$ cat src/logic/fpe_pkg.sv
// package: register map, field layout and address constants for flash protect / overlay block
package fpe_pkg;
   // ==============================================================
   // register byte addresses (axi4-lite, one aligned word each)
   localparam logic [7:0]  ADDR_ERR_STATUS   = 8'h00;  // flash_error_status
   localparam logic [7:0]  ADDR_EBS_LOW      = 8'h04;  // erase_block_select_low
   localparam logic [7:0]  ADDR_EBS_HIGH     = 8'h08;  // erase_block_select_high
   localparam logic [7:0]  ADDR_OVL_CTRL     = 8'h0C;  // ram_overlay_control
   localparam logic [7:0]  ADDR_IRQ_STATUS   = 8'h10;  // sticky event status (ro)
   localparam logic [7:0]  ADDR_IRQ_ENABLE   = 8'h14;  // event enable
   localparam logic [7:0]  ADDR_IRQ_CLEAR    = 8'h18;  // write one to clear (wo)
   localparam logic [7:0]  ADDR_CTRL_STATUS  = 8'h1C;  // live pins / protect view (ro)
   // ==============================================================
   // field positions and widths
   localparam int          ERR_FLAG_BIT      = 7;      // flash_error_flag
   localparam int          EBS_HIGH_W        = 4;      // writable low nibble of high select
   localparam int          NUM_BLOCKS        = 12;     // erase blocks
   localparam int          OVL_W             = 5;      // writable overlay bits 4..0
   localparam int          OVL_WIN_BIT       = 4;      // overlay_window_select
   localparam int          OVL_EN_BIT        = 3;      // overlay_enable
   localparam int          IRQ_W             = 3;      // event bits
   localparam int          EV_ERROR          = 0;      // error flag rose
   localparam int          EV_MULTI          = 1;      // multi-select auto clear
   localparam int          EV_OVL            = 2;      // overlay control written
   // ==============================================================
   // reset values
   localparam logic [7:0]  EBS_RESET         = 8'h00;
   localparam logic [OVL_W-1:0] OVL_RESET    = 5'h00;
   localparam logic [IRQ_W-1:0] IRQ_RESET    = 3'h0;
   // ==============================================================
   // address map (rule figures)
   localparam logic [31:0] BLK_SMALL_SIZE    = 32'h0000_1000; // 4 kB blocks 0..7
   localparam logic [31:0] BLK8_BASE         = 32'h0000_8000; // 32 kB block 8
   localparam logic [31:0] BLK9_BASE         = 32'h0001_0000; // 64 kB blocks 9..11
   localparam logic [31:0] FLASH_TOP         = 32'h0004_0000; // end of flash
   localparam logic [31:0] RAM_WIN0_BASE     = 32'hFFFF_8000; // window select 0
   localparam logic [31:0] RAM_WIN1_BASE     = 32'hFFFF_A000; // window select 1
   localparam logic [1:0]  RESP_OKAY         = 2'h0;
   localparam logic [1:0]  RESP_SLVERR       = 2'h2;
endpackage

$ cat src/logic/fpe_flash_protect.sv
// flash error status, erase-block select and ram overlay control block with axi4-lite slave
//
// The address map and the AXI4-Lite interface to the registers were decided locally.
`timescale 1ns/1ps
// Overview of operation
// - programming error sets sticky flag, protects flash
// - error flag cleared only by reset/hw standby
// - status read-only, low seven bits zero
// - rom-disabled modes: status and selects read zero, select and overlay writes ignored
// - select registers cleared by resets, standby, write-enable
// - set select bit allows erase of block
// - more than one select bit clears both
// - high select upper nibble reads zero
// - twelve blocks with documented address map
// - overlay register reset, kept in soft standby
// - window select picks ram 8000 or A000
// - overlay enable protects all flash blocks
// - block code picks overlaid 4 kB block
// - overlay bits ignored in rom-disabled modes
// - select writes need write-enable bit set
module fpe_flash_protect (
   // clock, reset, enable
   input  wire logic        aclk,
   input  wire logic        aresetn,
   input  wire logic        clk_en,
   // axi4-lite write address
   input  wire logic [7:0]  s_axi_awaddr,
   input  wire logic        s_axi_awvalid,
   output logic             s_axi_awready,
   // axi4-lite write data
   input  wire logic [31:0] s_axi_wdata,
   input  wire logic [3:0]  s_axi_wstrb,
   input  wire logic        s_axi_wvalid,
   output logic             s_axi_wready,
   // axi4-lite write response
   output logic [1:0]       s_axi_bresp,
   output logic             s_axi_bvalid,
   input  wire logic        s_axi_bready,
   // axi4-lite read address
   input  wire logic [7:0]  s_axi_araddr,
   input  wire logic        s_axi_arvalid,
   output logic             s_axi_arready,
   // axi4-lite read data
   output logic [31:0]      s_axi_rdata,
   output logic [1:0]       s_axi_rresp,
   output logic             s_axi_rvalid,
   input  wire logic        s_axi_rready,
   // device state inputs
   input  wire logic        hw_standby,
   input  wire logic        sw_standby,
   input  wire logic        rom_disabled,
   input  wire logic        write_enable_pin,
   input  wire logic        soft_write_enable,
   input  wire logic        flash_error_event,
   // cpu flash address translation
   input  wire logic [31:0] cpu_addr,
   output logic [31:0]      mapped_addr,
   output logic             mapped_to_ram,
   // protection outputs to the flash sequencer, and interrupt request
   output logic [fpe_pkg::NUM_BLOCKS-1:0] erase_allow,
   output logic             prog_erase_protect,
   output logic             irq
);
   import fpe_pkg::*;

   // ==============================================================
   // helpers
   // true when more than one bit of the twelve is set
   function automatic logic multi_hot(input logic [NUM_BLOCKS-1:0] v);
      multi_hot = (v & (v - 12'h001)) != 12'h000;
   endfunction

   // byte-lane merge of a register byte
   function automatic logic [7:0] lane0(input logic [7:0] old, input logic [31:0] d, input logic [3:0] s);
      lane0 = s[0] ? d[7:0] : old;
   endfunction

   // ==============================================================
   // state
   logic                  err_flag;         // flash_error_flag
   logic [7:0]            ebs_low;          // erase_block_select_low
   logic [EBS_HIGH_W-1:0] ebs_high;         // writable nibble of high select
   logic [OVL_W-1:0]      ovl;              // ram_overlay_control bits 4..0
   logic [IRQ_W-1:0]      irq_status;       // sticky events
   logic [IRQ_W-1:0]      irq_enable;       // event enables
   logic                  aw_held;          // write address captured
   logic                  w_held;           // write data captured
   logic [7:0]            aw_addr;          // captured write address
   logic [31:0]           w_data;           // captured write data
   logic [3:0]            w_strb;           // captured strobes
   logic                  next_err_flag;
   logic [7:0]            next_ebs_low;
   logic [EBS_HIGH_W-1:0] next_ebs_high;
   logic [OVL_W-1:0]      next_ovl;
   logic [IRQ_W-1:0]      next_irq_status;
   logic [IRQ_W-1:0]      next_irq_enable;
   logic                  next_aw_held;
   logic                  next_w_held;
   logic [7:0]            next_aw_addr;
   logic [31:0]           next_w_data;
   logic [3:0]            next_w_strb;
   logic                  next_awready;
   logic                  next_wready;
   logic                  next_bvalid;
   logic [1:0]            next_bresp;
   logic                  next_arready;
   logic                  next_rvalid;
   logic [31:0]           next_rdata;
   logic [1:0]            next_rresp;
   logic [31:0]           next_mapped_addr;
   logic                  next_mapped_to_ram;
   logic [NUM_BLOCKS-1:0] next_erase_allow;
   logic                  next_protect;
   logic                  next_irq;
   // decoded helpers
   logic                  do_write;         // both halves of a write held
   logic                  sel_clear;        // forced clear of erase selects
   logic                  ovl_active;       // overlay effective
   logic [NUM_BLOCKS-1:0] sel_all;          // candidate select vector
   logic [IRQ_W-1:0]      events;           // this cycle's events

   // ==============================================================
   // write channel and register next state
   always_comb begin
      next_aw_held    = aw_held;
      next_w_held     = w_held;
      next_aw_addr    = aw_addr;
      next_w_data     = w_data;
      next_w_strb     = w_strb;
      next_bvalid     = s_axi_bvalid;
      next_bresp      = s_axi_bresp;
      next_err_flag   = err_flag;
      next_ebs_low    = ebs_low;
      next_ebs_high   = ebs_high;
      next_ovl        = ovl;
      next_irq_enable = irq_enable;
      events          = '0;
      // address and data may come in either order
      if (s_axi_awvalid && s_axi_awready) begin
         next_aw_held = 1'b1;
         next_aw_addr = s_axi_awaddr;
      end
      if (s_axi_wvalid && s_axi_wready) begin
         next_w_held = 1'b1;
         next_w_data = s_axi_wdata;
         next_w_strb = s_axi_wstrb;
      end
      if (s_axi_bvalid && s_axi_bready) begin
         next_bvalid = 1'b0;
      end
      do_write = aw_held && w_held && !s_axi_bvalid;
      sel_all  = {ebs_high, ebs_low};
      if (do_write) begin
         next_aw_held = 1'b0;
         next_w_held  = 1'b0;
         next_bvalid  = 1'b1;
         next_bresp   = RESP_OKAY;
         case (aw_addr)
            ADDR_ERR_STATUS: ;                             // read-only, write dropped
            ADDR_EBS_LOW: begin
               // writes need the write-enable mirror and a rom-enabled mode
               if (write_enable_pin && !rom_disabled) begin
                  sel_all[7:0] = lane0(ebs_low, w_data, w_strb);
               end
            end
            ADDR_EBS_HIGH: begin
               if (write_enable_pin && !rom_disabled && w_strb[0]) begin
                  sel_all[11:8] = w_data[EBS_HIGH_W-1:0];  // upper nibble not stored
               end
            end
            ADDR_OVL_CTRL: begin
               if (!rom_disabled && w_strb[0]) begin
                  next_ovl  = w_data[OVL_W-1:0];
                  events[EV_OVL] = 1'b1;
               end
            end
            ADDR_IRQ_ENABLE: begin
               if (w_strb[0]) begin
                  next_irq_enable = w_data[IRQ_W-1:0];
               end
            end
            ADDR_IRQ_CLEAR, ADDR_IRQ_STATUS, ADDR_CTRL_STATUS: ;
            default: next_bresp = RESP_SLVERR;             // unmapped address
         endcase
      end
      // more than one block selected clears both registers
      if (multi_hot(sel_all)) begin
         sel_all = '0;
         events[EV_MULTI] = 1'b1;
      end
      next_ebs_low  = sel_all[7:0];
      next_ebs_high = sel_all[11:8];
      // standby and write-enable conditions force the selects clear
      sel_clear = hw_standby || sw_standby || !write_enable_pin || !soft_write_enable;
      if (sel_clear) begin
         next_ebs_low  = EBS_RESET;
         next_ebs_high = EBS_RESET[EBS_HIGH_W-1:0];
      end
      // sticky error flag, cleared only by hardware standby here
      if (flash_error_event && !err_flag) begin
         events[EV_ERROR] = 1'b1;
      end
      if (flash_error_event) begin
         next_err_flag = 1'b1;
      end
      if (hw_standby) begin
         next_err_flag = 1'b0;
         next_ovl      = OVL_RESET;                        // kept in soft standby
      end
   end

   // ==============================================================
   // interrupt status: set wins over clear
   always_comb begin
      next_irq_status = irq_status;
      if (do_write && aw_addr == ADDR_IRQ_CLEAR && w_strb[0]) begin
         next_irq_status = next_irq_status & ~w_data[IRQ_W-1:0];
      end
      next_irq_status = next_irq_status | events;
      next_irq        = |(next_irq_status & next_irq_enable);
   end

   // ==============================================================
   // read channel
   always_comb begin
      next_arready = 1'b0;
      next_rvalid  = s_axi_rvalid;
      next_rdata   = s_axi_rdata;
      next_rresp   = s_axi_rresp;
      if (s_axi_rvalid && s_axi_rready) begin
         next_rvalid = 1'b0;
      end
      if (!s_axi_rvalid && !s_axi_arready && s_axi_arvalid) begin
         next_arready = 1'b1;
      end
      if (s_axi_arvalid && s_axi_arready) begin
         next_rvalid = 1'b1;
         next_rresp  = RESP_OKAY;
         next_rdata  = 32'h0000_0000;
         case (s_axi_araddr)
            // flag in bit 7, bits 6..0 read zero; zero in rom-disabled modes
            ADDR_ERR_STATUS:  next_rdata[ERR_FLAG_BIT] = err_flag && !rom_disabled;
            ADDR_EBS_LOW:     next_rdata[7:0] = rom_disabled ? 8'h00 : ebs_low;
            ADDR_EBS_HIGH:    next_rdata[EBS_HIGH_W-1:0] = rom_disabled ? 4'h0 : ebs_high;
            ADDR_OVL_CTRL:    next_rdata[OVL_W-1:0] = ovl;
            ADDR_IRQ_STATUS:  next_rdata[IRQ_W-1:0] = irq_status;
            ADDR_IRQ_ENABLE:  next_rdata[IRQ_W-1:0] = irq_enable;
            ADDR_IRQ_CLEAR:   next_rdata = 32'h0000_0000;
            ADDR_CTRL_STATUS: next_rdata[4:0] = {prog_erase_protect, rom_disabled, sw_standby,
                                                 soft_write_enable, write_enable_pin};
            default:          next_rresp = RESP_SLVERR;
         endcase
      end
   end

   // ==============================================================
   // protection and overlay address translation
   always_comb begin
      // overlay bits are ignored with on-chip rom disabled
      ovl_active = ovl[OVL_EN_BIT] && !rom_disabled;
      // error flag or overlay protects every block
      next_protect     = err_flag || ovl_active;
      // each set select bit opens its block for erase
      next_erase_allow = next_protect ? '0 : {next_ebs_high, next_ebs_low};
      next_mapped_addr   = cpu_addr;
      next_mapped_to_ram = 1'b0;
      // block n of the 4 kB area is n*0x1000
      if (ovl_active && cpu_addr < BLK8_BASE &&
          cpu_addr[14:12] == ovl[2:0]) begin
         // same offset inside the chosen window
         next_mapped_addr   = (ovl[OVL_WIN_BIT] ? RAM_WIN1_BASE : RAM_WIN0_BASE) |
                              (cpu_addr & (BLK_SMALL_SIZE - 32'h1));
         next_mapped_to_ram = 1'b1;
      end
   end

   // ==============================================================
   // registers
   always_ff @(posedge aclk) begin
      if (!aresetn) begin
         err_flag           <= 1'b0;
         ebs_low            <= EBS_RESET;
         ebs_high           <= '0;
         ovl                <= OVL_RESET;
         irq_status         <= IRQ_RESET;
         irq_enable         <= IRQ_RESET;
         aw_held            <= 1'b0;
         w_held             <= 1'b0;
         aw_addr            <= 8'h00;
         w_data             <= 32'h0000_0000;
         w_strb             <= 4'h0;
         s_axi_bvalid       <= 1'b0;
         s_axi_bresp        <= RESP_OKAY;
         s_axi_arready      <= 1'b0;
         s_axi_rvalid       <= 1'b0;
         s_axi_rdata        <= 32'h0000_0000;
         s_axi_rresp        <= RESP_OKAY;
         mapped_addr        <= 32'h0000_0000;
         mapped_to_ram      <= 1'b0;
         erase_allow        <= '0;
         prog_erase_protect <= 1'b0;
         irq                <= 1'b0;
      end else if (clk_en) begin
         err_flag           <= next_err_flag;
         ebs_low            <= next_ebs_low;
         ebs_high           <= next_ebs_high;
         ovl                <= next_ovl;
         irq_status         <= next_irq_status;
         irq_enable         <= next_irq_enable;
         aw_held            <= next_aw_held;
         w_held             <= next_w_held;
         aw_addr            <= next_aw_addr;
         w_data             <= next_w_data;
         w_strb             <= next_w_strb;
         s_axi_bvalid       <= next_bvalid;
         s_axi_bresp        <= next_bresp;
         s_axi_arready      <= next_arready;
         s_axi_rvalid       <= next_rvalid;
         s_axi_rdata        <= next_rdata;
         s_axi_rresp        <= next_rresp;
         mapped_addr        <= next_mapped_addr;
         mapped_to_ram      <= next_mapped_to_ram;
         erase_allow        <= next_erase_allow;
         prog_erase_protect <= next_protect;
         irq                <= next_irq;
      end
   end

   // ready registers for aw/w: taken one cycle after valid, one at a time
   always_comb begin
      next_awready = !aw_held && !s_axi_awready && s_axi_awvalid;
      next_wready  = !w_held && !s_axi_wready && s_axi_wvalid;
   end
   always_ff @(posedge aclk) begin
      if (!aresetn) begin
         s_axi_awready <= 1'b0;
         s_axi_wready  <= 1'b0;
      end else if (clk_en) begin
         s_axi_awready <= next_awready;
         s_axi_wready  <= next_wready;
      end
   end

   // ==============================================================
   // assertions
   property p_err_sticky;
      @(posedge aclk) disable iff (!aresetn)
      (clk_en && err_flag && !hw_standby) |=> err_flag;
   endproperty
   a_err_sticky: assert property (p_err_sticky) else $error("error flag dropped");

   property p_err_set;
      @(posedge aclk) disable iff (!aresetn)
      (clk_en && flash_error_event && !hw_standby) |=> err_flag ##1 (!clk_en || prog_erase_protect);
   endproperty
   a_err_set: assert property (p_err_set) else $error("error not protecting");

   property p_one_hot;
      @(posedge aclk) disable iff (!aresetn)
      !multi_hot({ebs_high, ebs_low});
   endproperty
   a_one_hot: assert property (p_one_hot) else $error("multiple selects");

   property p_sel_clear;
      @(posedge aclk) disable iff (!aresetn)
      (clk_en && (sw_standby || !write_enable_pin || !soft_write_enable)) |=> ({ebs_high, ebs_low} == 12'h000);
   endproperty
   a_sel_clear: assert property (p_sel_clear) else $error("selects not cleared");

   property p_status_read;
      @(posedge aclk) disable iff (!aresetn)
      s_axi_rvalid && $rose(s_axi_rvalid) && s_axi_rresp == RESP_OKAY |-> (s_axi_rdata[6:0] == 7'h00 ||
         $past(s_axi_araddr) != ADDR_ERR_STATUS);
   endproperty
   a_status_read: assert property (p_status_read) else $error("status low bits");
   property p_overlay_protect;
      @(posedge aclk) disable iff (!aresetn)
      (clk_en && ovl[OVL_EN_BIT] && !rom_disabled) |=> (!clk_en || (prog_erase_protect && erase_allow == '0));
   endproperty
   a_overlay_protect: assert property (p_overlay_protect) else $error("overlay not protecting");

   property p_redirect;
      @(posedge aclk) disable iff (!aresetn)
      mapped_to_ram |-> (mapped_addr[31:13] == 19'h7FFFC || mapped_addr[31:12] == 20'hFFFFA);
   endproperty
   a_redirect: assert property (p_redirect) else $error("bad ram window");

   property p_rom_off_map;
      @(posedge aclk) disable iff (!aresetn)
      (clk_en && rom_disabled && !err_flag) |=> (!clk_en || !mapped_to_ram);
   endproperty
   a_rom_off_map: assert property (p_rom_off_map) else $error("overlay active rom off");

   c_write_resp: cover property (@(posedge aclk) disable iff (!aresetn) s_axi_bvalid && s_axi_bready);
   c_redirect:   cover property (@(posedge aclk) disable iff (!aresetn) mapped_to_ram);
   c_error:      cover property (@(posedge aclk) disable iff (!aresetn) $rose(err_flag));
   c_irq:        cover property (@(posedge aclk) disable iff (!aresetn) $rose(irq));
endmodule

$ cat config.mk
export PLATFORM = sky130hd
export DESIGN_NAME = fpe_flash_protect
export DESIGN_NICKNAME = d
export VERILOG_FILES = /design/src/logic/fpe_pkg.sv /design/src/logic/fpe_flash_protect.sv
export SDC_FILE = /design/constraint.sdc
export NUM_CORES = 1
export LEC_CHECK = 0
export ABC_AREA = 1
export BUFFER_PORTS_ARGS = -buffer_cell sky130_fd_sc_hd__clkbuf_2
export CORE_AREA = 2 2 109 111
export DETAILED_ROUTE_END_ITERATION = 12
export DIE_AREA = 0 0 111 113
export PLACE_DENSITY = 0.79
export SKIP_CTS_REPAIR_TIMING = 1
export SYNTH_ARGS = -nofsm -noshare
export SYNTH_HDL_FRONTEND = slang
export SYNTH_SLANG_ARGS = --single-unit
$ cat constraint.sdc
create_clock -name aclk -period 1.8 [get_ports aclk]
set_input_delay 0 -clock aclk [delete_from_list [all_inputs] [get_ports aclk]]
set_output_delay 0 -clock aclk [all_outputs]
set_load 0.005 [all_outputs]
# Word-level counts from Yosys, hierarchy flattened
# Index checks and enable logic that the tools add are counted.
[word_totals]
reg_bits = 107
output_inout_bits = 88
word_cells = 155
in_bits = 98
[classes]
order_cmp = 1
n_mux = 46
n_addsub = 1
n_reduce_logical = 62
bitwise_logic = 6
n_eq_ne = 15
[ops]
columns = ["operator", "count"]
rows = [
  ["== test 8 x 5 -> 1 bit (second input constant)", 8],
  ["two-way mux 8 bit", 5],
  ["two-way mux 12 bit", 3],
  ["== test 8 x 4 -> 1 bit (second input constant)", 4],
  ["< comparator 32 x 16 -> 1 bit (second input constant)", 1],
  ["two-way mux 32 bit", 1],
  ["bitwise OR 32 x 12 -> 32 bit", 1],
  ["logical AND 1 bit", 23],
  ["two-way mux 5 bit", 4],
  ["one-hot mux 3 bit (6 select lines)", 1],
  ["AND reduction 2 bit", 9],
  ["two-way mux 1 bit", 17],
  ["== test 8 x 3 -> 1 bit (second input constant)", 2],
  ["zero test 8 bit", 2],
  ["two-way mux 4 bit", 4],
  ["nonzero test 2 bit", 8],
  ["OR reduction 8 bit", 2],
  ["two-way mux 14 bit", 1],
  ["AND 12 bit", 1],
  ["two-way mux 3 bit", 4],
  ["nonzero test 12 bit", 1],
  ["subtractor 12 x 1 -> 12 bit (second input constant)", 1],
  ["zero test 1 bit", 11],
  ["AND 3 bit", 2],
  ["10 further kinds", 15],
]

# Depth between registers and ports, before layout
[depth]
depth_word = 13
ltp_mapped = 17
ltp_nobuf = 17

# Worst setup path after synthesis
# No wires, ideal clock.
[synth_path]
path_kind = "reg2reg"
startpoint = "reg s_axi_bvalid"
endpoint = "reg erase_allow[4] (netlist name)"
setup_time_ns = 0.070
path_buffers = 1
path_stages_with_launch = 17
period_less_slack_ns = 1.908
slack_ns = -0.108
t_required_ns = 1.730
t_arrival_ns = 1.837
cell_sequence = "dfxtp_1 -> inv_1 -> nand3_2 -> nor2_4 -> nand2_4 -> nand2_2 -> nand2_2 -> inv_2 -> nand2_2 -> nor2_4 -> nand2_1 -> nand2_1 -> nand2_1 -> nor2_4 -> buf_6 -> nand4_1 -> a21oi_1"
[synth_between]
elab_chain_cells = 9
[synth_rtl]
columns = ["item", "line", "source"]
rows = [
  ["start: declaration", "fpe_flash_protect.sv:37", "output logic s_axi_bvalid,"],
  ["start signal: assignment", "fpe_flash_protect.sv:315", "s_axi_bvalid <= next_bvalid;"],
  ["zero test 1 bit *", "fpe_flash_protect.sv:151", "do_write = aw_held && w_held && !s_axi_bvalid;"],
  ["logical AND 1 bit *", "fpe_flash_protect.sv:151", ""],
  ["two-way mux 12 bit *", "fpe_flash_protect.sv:153", "if (do_write) begin"],
  ["subtractor 12 x 1 -> 12 bit", "fpe_flash_protect.sv:70", "multi_hot = (v & (v - 12'h001)) != 12'h000;"],
  ["AND 12 bit", "fpe_flash_protect.sv:70", ""],
  ["nonzero test 12 bit", "fpe_flash_protect.sv:70", ""],
  ["two-way mux 12 bit *", "fpe_flash_protect.sv:187", "if (multi_hot(sel_all)) begin"],
  ["two-way mux 8 bit *", "fpe_flash_protect.sv:195", "if (sel_clear) begin"],
  ["two-way mux 12 bit *", "fpe_flash_protect.sv:264", "next_erase_allow = next_protect ? '0 : {next_ebs_high, next_ebs_low};"],
  ["end signal: assignment", "fpe_flash_protect.sv:323", "erase_allow <= next_erase_allow;"],
  ["end: declaration", "fpe_flash_protect.sv:60", "output logic [fpe_pkg::NUM_BLOCKS-1:0] erase_allow,"],
]
# Mark *: on every way between the ends. The rest lies on a longest branch, timed or not.
# A chain may end at the register's enable or synchronous reset.

# Worst setup path after layout
[layout_path]
startpoint = "reg aw_addr[7]"
endpoint = "reg ebs_high[0]"
[layout_between]
elab_chain_cells = 8
word_cells_on_any_way = 10
cone_classes = "1 x add/sub; 2 x eq/ne; 5 x mux; 1 x bitwise; 1 x reduce/logical"
[layout_rtl]
columns = ["item", "line", "source"]
rows = [
  ["start: declaration", "fpe_flash_protect.sv:88", "logic [7:0] aw_addr;"],
  ["start signal: assignment", "fpe_flash_protect.sv:312", "aw_addr <= next_aw_addr;"],
  ["== test 8 x 3 -> 1 bit or == test 8 x 4 -> 1 bit (tied branches)", "fpe_flash_protect.sv:158", "case (aw_addr)"],
  ["two-way mux 8 bit or two-way mux 4 bit (tied branches)", "fpe_flash_protect.sv:158", ""],
  ["two-way mux 12 bit *", "fpe_flash_protect.sv:153", ""],
  ["subtractor 12 x 1 -> 12 bit", "fpe_flash_protect.sv:70", ""],
  ["AND 12 bit", "fpe_flash_protect.sv:70", ""],
  ["nonzero test 12 bit", "fpe_flash_protect.sv:70", ""],
  ["two-way mux 12 bit *", "fpe_flash_protect.sv:187", ""],
  ["two-way mux 4 bit *", "fpe_flash_protect.sv:195", ""],
  ["end signal: assignment", "fpe_flash_protect.sv:306", "ebs_high <= next_ebs_high;"],
  ["end: declaration", "fpe_flash_protect.sv:82", "logic [EBS_HIGH_W-1:0] ebs_high;"],
]
# Marks and branches as above.

==> flow_summary_export.csv <==
group,metric,value,unit
outcome,status,"finished with violations",
outcome,violations,"hold timing, setup timing",
sta,hold_slack,-47.0,ps
power_and_ir_drop,vdd_ir_drop_max,0.000510,V
sta,setup_viol,26,
critical_path,arrival,2430,ps
critical_path,cp_max_fo,8,
global_routing,grt_pass1_wl,23.6,mm
power_and_ir_drop,p_per_area,756,nW/um^2
sta,setup_slack,-347,ps
logic_synthesis,avgSynthCellArea,7.36,sq um
sta,fin_crit_sh,119,%
critical_path,start_kind,"flip-flop",
detailed_routing,dr.pass1.iters,6,
cells_and_area,layout-drive-gt1-share,30.7,%
logic_synthesis,synth_area_leader_cell,"dfxtp_1",
global_routing,grt_max_degree,42,
detailed_routing,via_count,5425,
logic_synthesis,ys_seq_area_share,41.9,%
clocking,cts_tree,"built",
die,core_area,11300,sq um
logic_synthesis,synth_cell_type_count,39,
cells_and_area,layoutNonFillerInstCount,1041,
detailed_routing,drc_errors,0,
detailed_routing,drt_wl_total,15.4,mm
job,drv_cap,0,
logic_synthesis,ys_seq_elements,105,
global_routing,grt_overflow,0,
placed_design,place_congestion,0.980,
min_path,min_path_type,"in -> reg",
cells_and_area,syn_to_final_growth,37.6,%
clocking,cts.path.max_buffers,2,
placed_design,numPortBuffers,132,
die,die_x,111,microns
global_routing,grt-busiest-layer,"met2",
global_routing,grt_use_met3,5.30,%
sta,worst_pin_slew,579,ps
die,dieArea,12500,sq um
logic_synthesis,yosys_warnings,0,
sta,hold_viol_final,18,
placed_design,dp_slack,-320,ps
clocking,cts_root_buf,"clkbuf_16",
cells_and_area,num_antenna_cells,0,
global_routing,gr-usage-all-layers,23.0,%
detailed_routing,drtIter0Drc,491,
logic_synthesis,synth_cells,682,
cells_and_area,multi_input_area,2510,sq um
critical_path,required,2080,ps
global_routing,antenna_found_initial,0,
global_routing,gr-usage-met1,30.5,%
critical_path,endpoint_kind,"flip-flop",
cells_and_area,nNetsFinal,991,
clocking,clk_latency,350,ps
die,start_util,44.6,%
clocking,htreeDepth,3,
power_and_ir_drop,p_leak,3.13,nW
sta,rsz0062_at_grt,"yes",
sta,max_freq,0.466,GHz
cells_and_area,fillers,961,
clocking,path_clk_slew,70,ps
detailed_routing,drtAntennaViolNets,0,
clocking,cts_buffers,9,
cells_and_area,regArea,2110,sq um
die,ioPinCount,186,
global_routing,grt_pass1_vias,4981,
sta,finalMaxSlewViolations,0,
die,die_h,113,microns
critical_path,path_class,"reg -> reg",
logic_synthesis,syn-cell-area,5020,sq um
sta,relSlewSlack,61.3,%
sta,skew,11.2,ps
logic_synthesis,synthTopCellsByArea,"dfxtp_1 (42%), a21oi_1 (8.7%), nand2_1 (8.7%)",
logic_synthesis,yosysTopAreaCellShare,41.9,%
detailed_routing,wire_per_inst,14.8,microns
detailed_routing,via_per_inst,5.21,
sta,fin_crit,2150,ps
placed_design,hpwlAfterDp,10.7,mm
placed_design,dp.cells,986,
global_routing,met2_usage,37.2,%
die,num_rows,39,
clocking,clkSinkCount,105,
-- cell usage after synthesis, drive strengths merged --
master   instances
nand2          126
dfxtp          105
a21oi           87
nor2            75
inv             57
o21ai           50
nand3           44
buf             38
clkbuf          20
nand4           18
mux2i           16
o211ai           8
nor3             7
a31oi            5
nor4             5
o22ai            4
a211oi           3
and2             2
clkinv           2
o31ai            2
a32o             1
a41oi            1
conb             1
o2111ai          1
o21a             1
o32ai            1
or2              1
xnor2            1
-- cell families after synthesis --
kind of cell,share of synthesized area [%]
AO/OA/AOI/OAI,17.6
buffers and inverters,11.5
XOR/XNOR,0.174
multiplexers,3.19
AND/OR/NAND/NOR,25.6
other,0.0747
flip-flops,41.9
-- critical path, stage by stage (launching register included) --
cell and delay, ps:
dfxtp_2 340, nor2_4 130, nand2_4 90, nor2_8 140, nand2_4 90, nand2_2 70, nand2_2 60, inv_2 60
nand2_2 60, nor2_4 150, nor2_1 60, nor2_1 120, nand2_1 100, nor2_4 200, buf_2 170, nand3_1 110
a21oi_1 150
-- metrics by stage --
| stage | setup TNS [ps] | power, mW | util, % | instance area (sq um) |
|---|---|---|---|---|
| 4_1_cts | -7100 | 5.16 | 57.3 | 6460 |
| 3_5_place_dp | -6290 | 3.00 | 54.3 | 6120 |
| 2_1_floorplan | -1550 | 2.79 | - | 5140 |
| 6_report | -7900 | 5.23 | 61.3 | 6910 |
| 5_1_grt | -12200 | 5.41 | 61.3 | 6910 |
| 3_3_place_gp | -5110 | 2.99 | 54.3 | 6120 |
-- worst paths after layout --
check,startpoint,endpoint,slack [ps],cells after the start
max reg2reg,aw_addr[7],ebs_high[0],-350,16
min,s_axi_wdata[7],w_data[7],-50,3
min reg2reg,erase_allow[6],erase_allow[6],470,2
max,aw_addr[7],ebs_high[0],-350,16
-- layout make-up --
type,count,area share (%)
clock buffers,12,3.86
clock inverters,4,1.07
inverters,59,3.21
multi-input cells,485,36.4
flip-flops and latches,105,30.6
well taps,143,2.59
repair buffers,233,22.3
-- flip-flops by register name, indices dropped and copies added (netlist names), 3 cells and up --
| name | count |
|---|---|
| erase_allow | 12 |
| ovl | 5 |
| w_data | 8 |
| irq_enable | 3 |
| ebs_low | 8 |
| s_axi_rdata | 8 |
| irq_status | 3 |
| aw_addr | 8 |
| ebs_high | 4 |
| mapped_addr | 32 |
-- metal layers --
layer | part of all wire, % | wire length, microns
met1 | 41 | 6360
met2 | 46 | 7160
met3 | 9.6 | 1490
met4 | 2.7 | 422
met5 | 0 | 0
-- layout by cell type, fill, tap and decap left out, types with 3 or more instances in the layout --
| cell | instances |
|---|---|
| clkbuf_2 | 132 |
| nand2_1 | 114 |
| dfxtp_1 | 97 |
| a21oi_1 | 84 |
| nor2_1 | 63 |
| buf_4 | 63 |
| o21ai_0 | 46 |
| inv_1 | 45 |
| nand3_1 | 40 |
| dlygate4sd3_1 | 31 |
| conb_1 | 26 |
| nand4_1 | 18 |
| mux2i_1 | 16 |
| inv_2 | 12 |
| nand2_2 | 10 |
| clkbuf_16 | 9 |
| nor2_4 | 8 |
| o211ai_1 | 8 |
| dfxtp_2 | 8 |
| nor3_1 | 6 |
| a31oi_1 | 5 |
| nand3_2 | 4 |
| o22ai_1 | 4 |
| nor2_2 | 3 |
| nor4_1 | 3 |
| a211oi_1 | 3 |
| a21oi_2 | 3 |
| clkbuf_8 | 3 |
| buf_6 | 3 |
| buf_12 | 3 |
-- power breakdown --
part / internal, mW / switching [mW]
logic: 0.262 / 0.308
clock network: 1.33 / 0.869
registers: 2.40 / 0.0514
(Power assumes the default switching activity.)
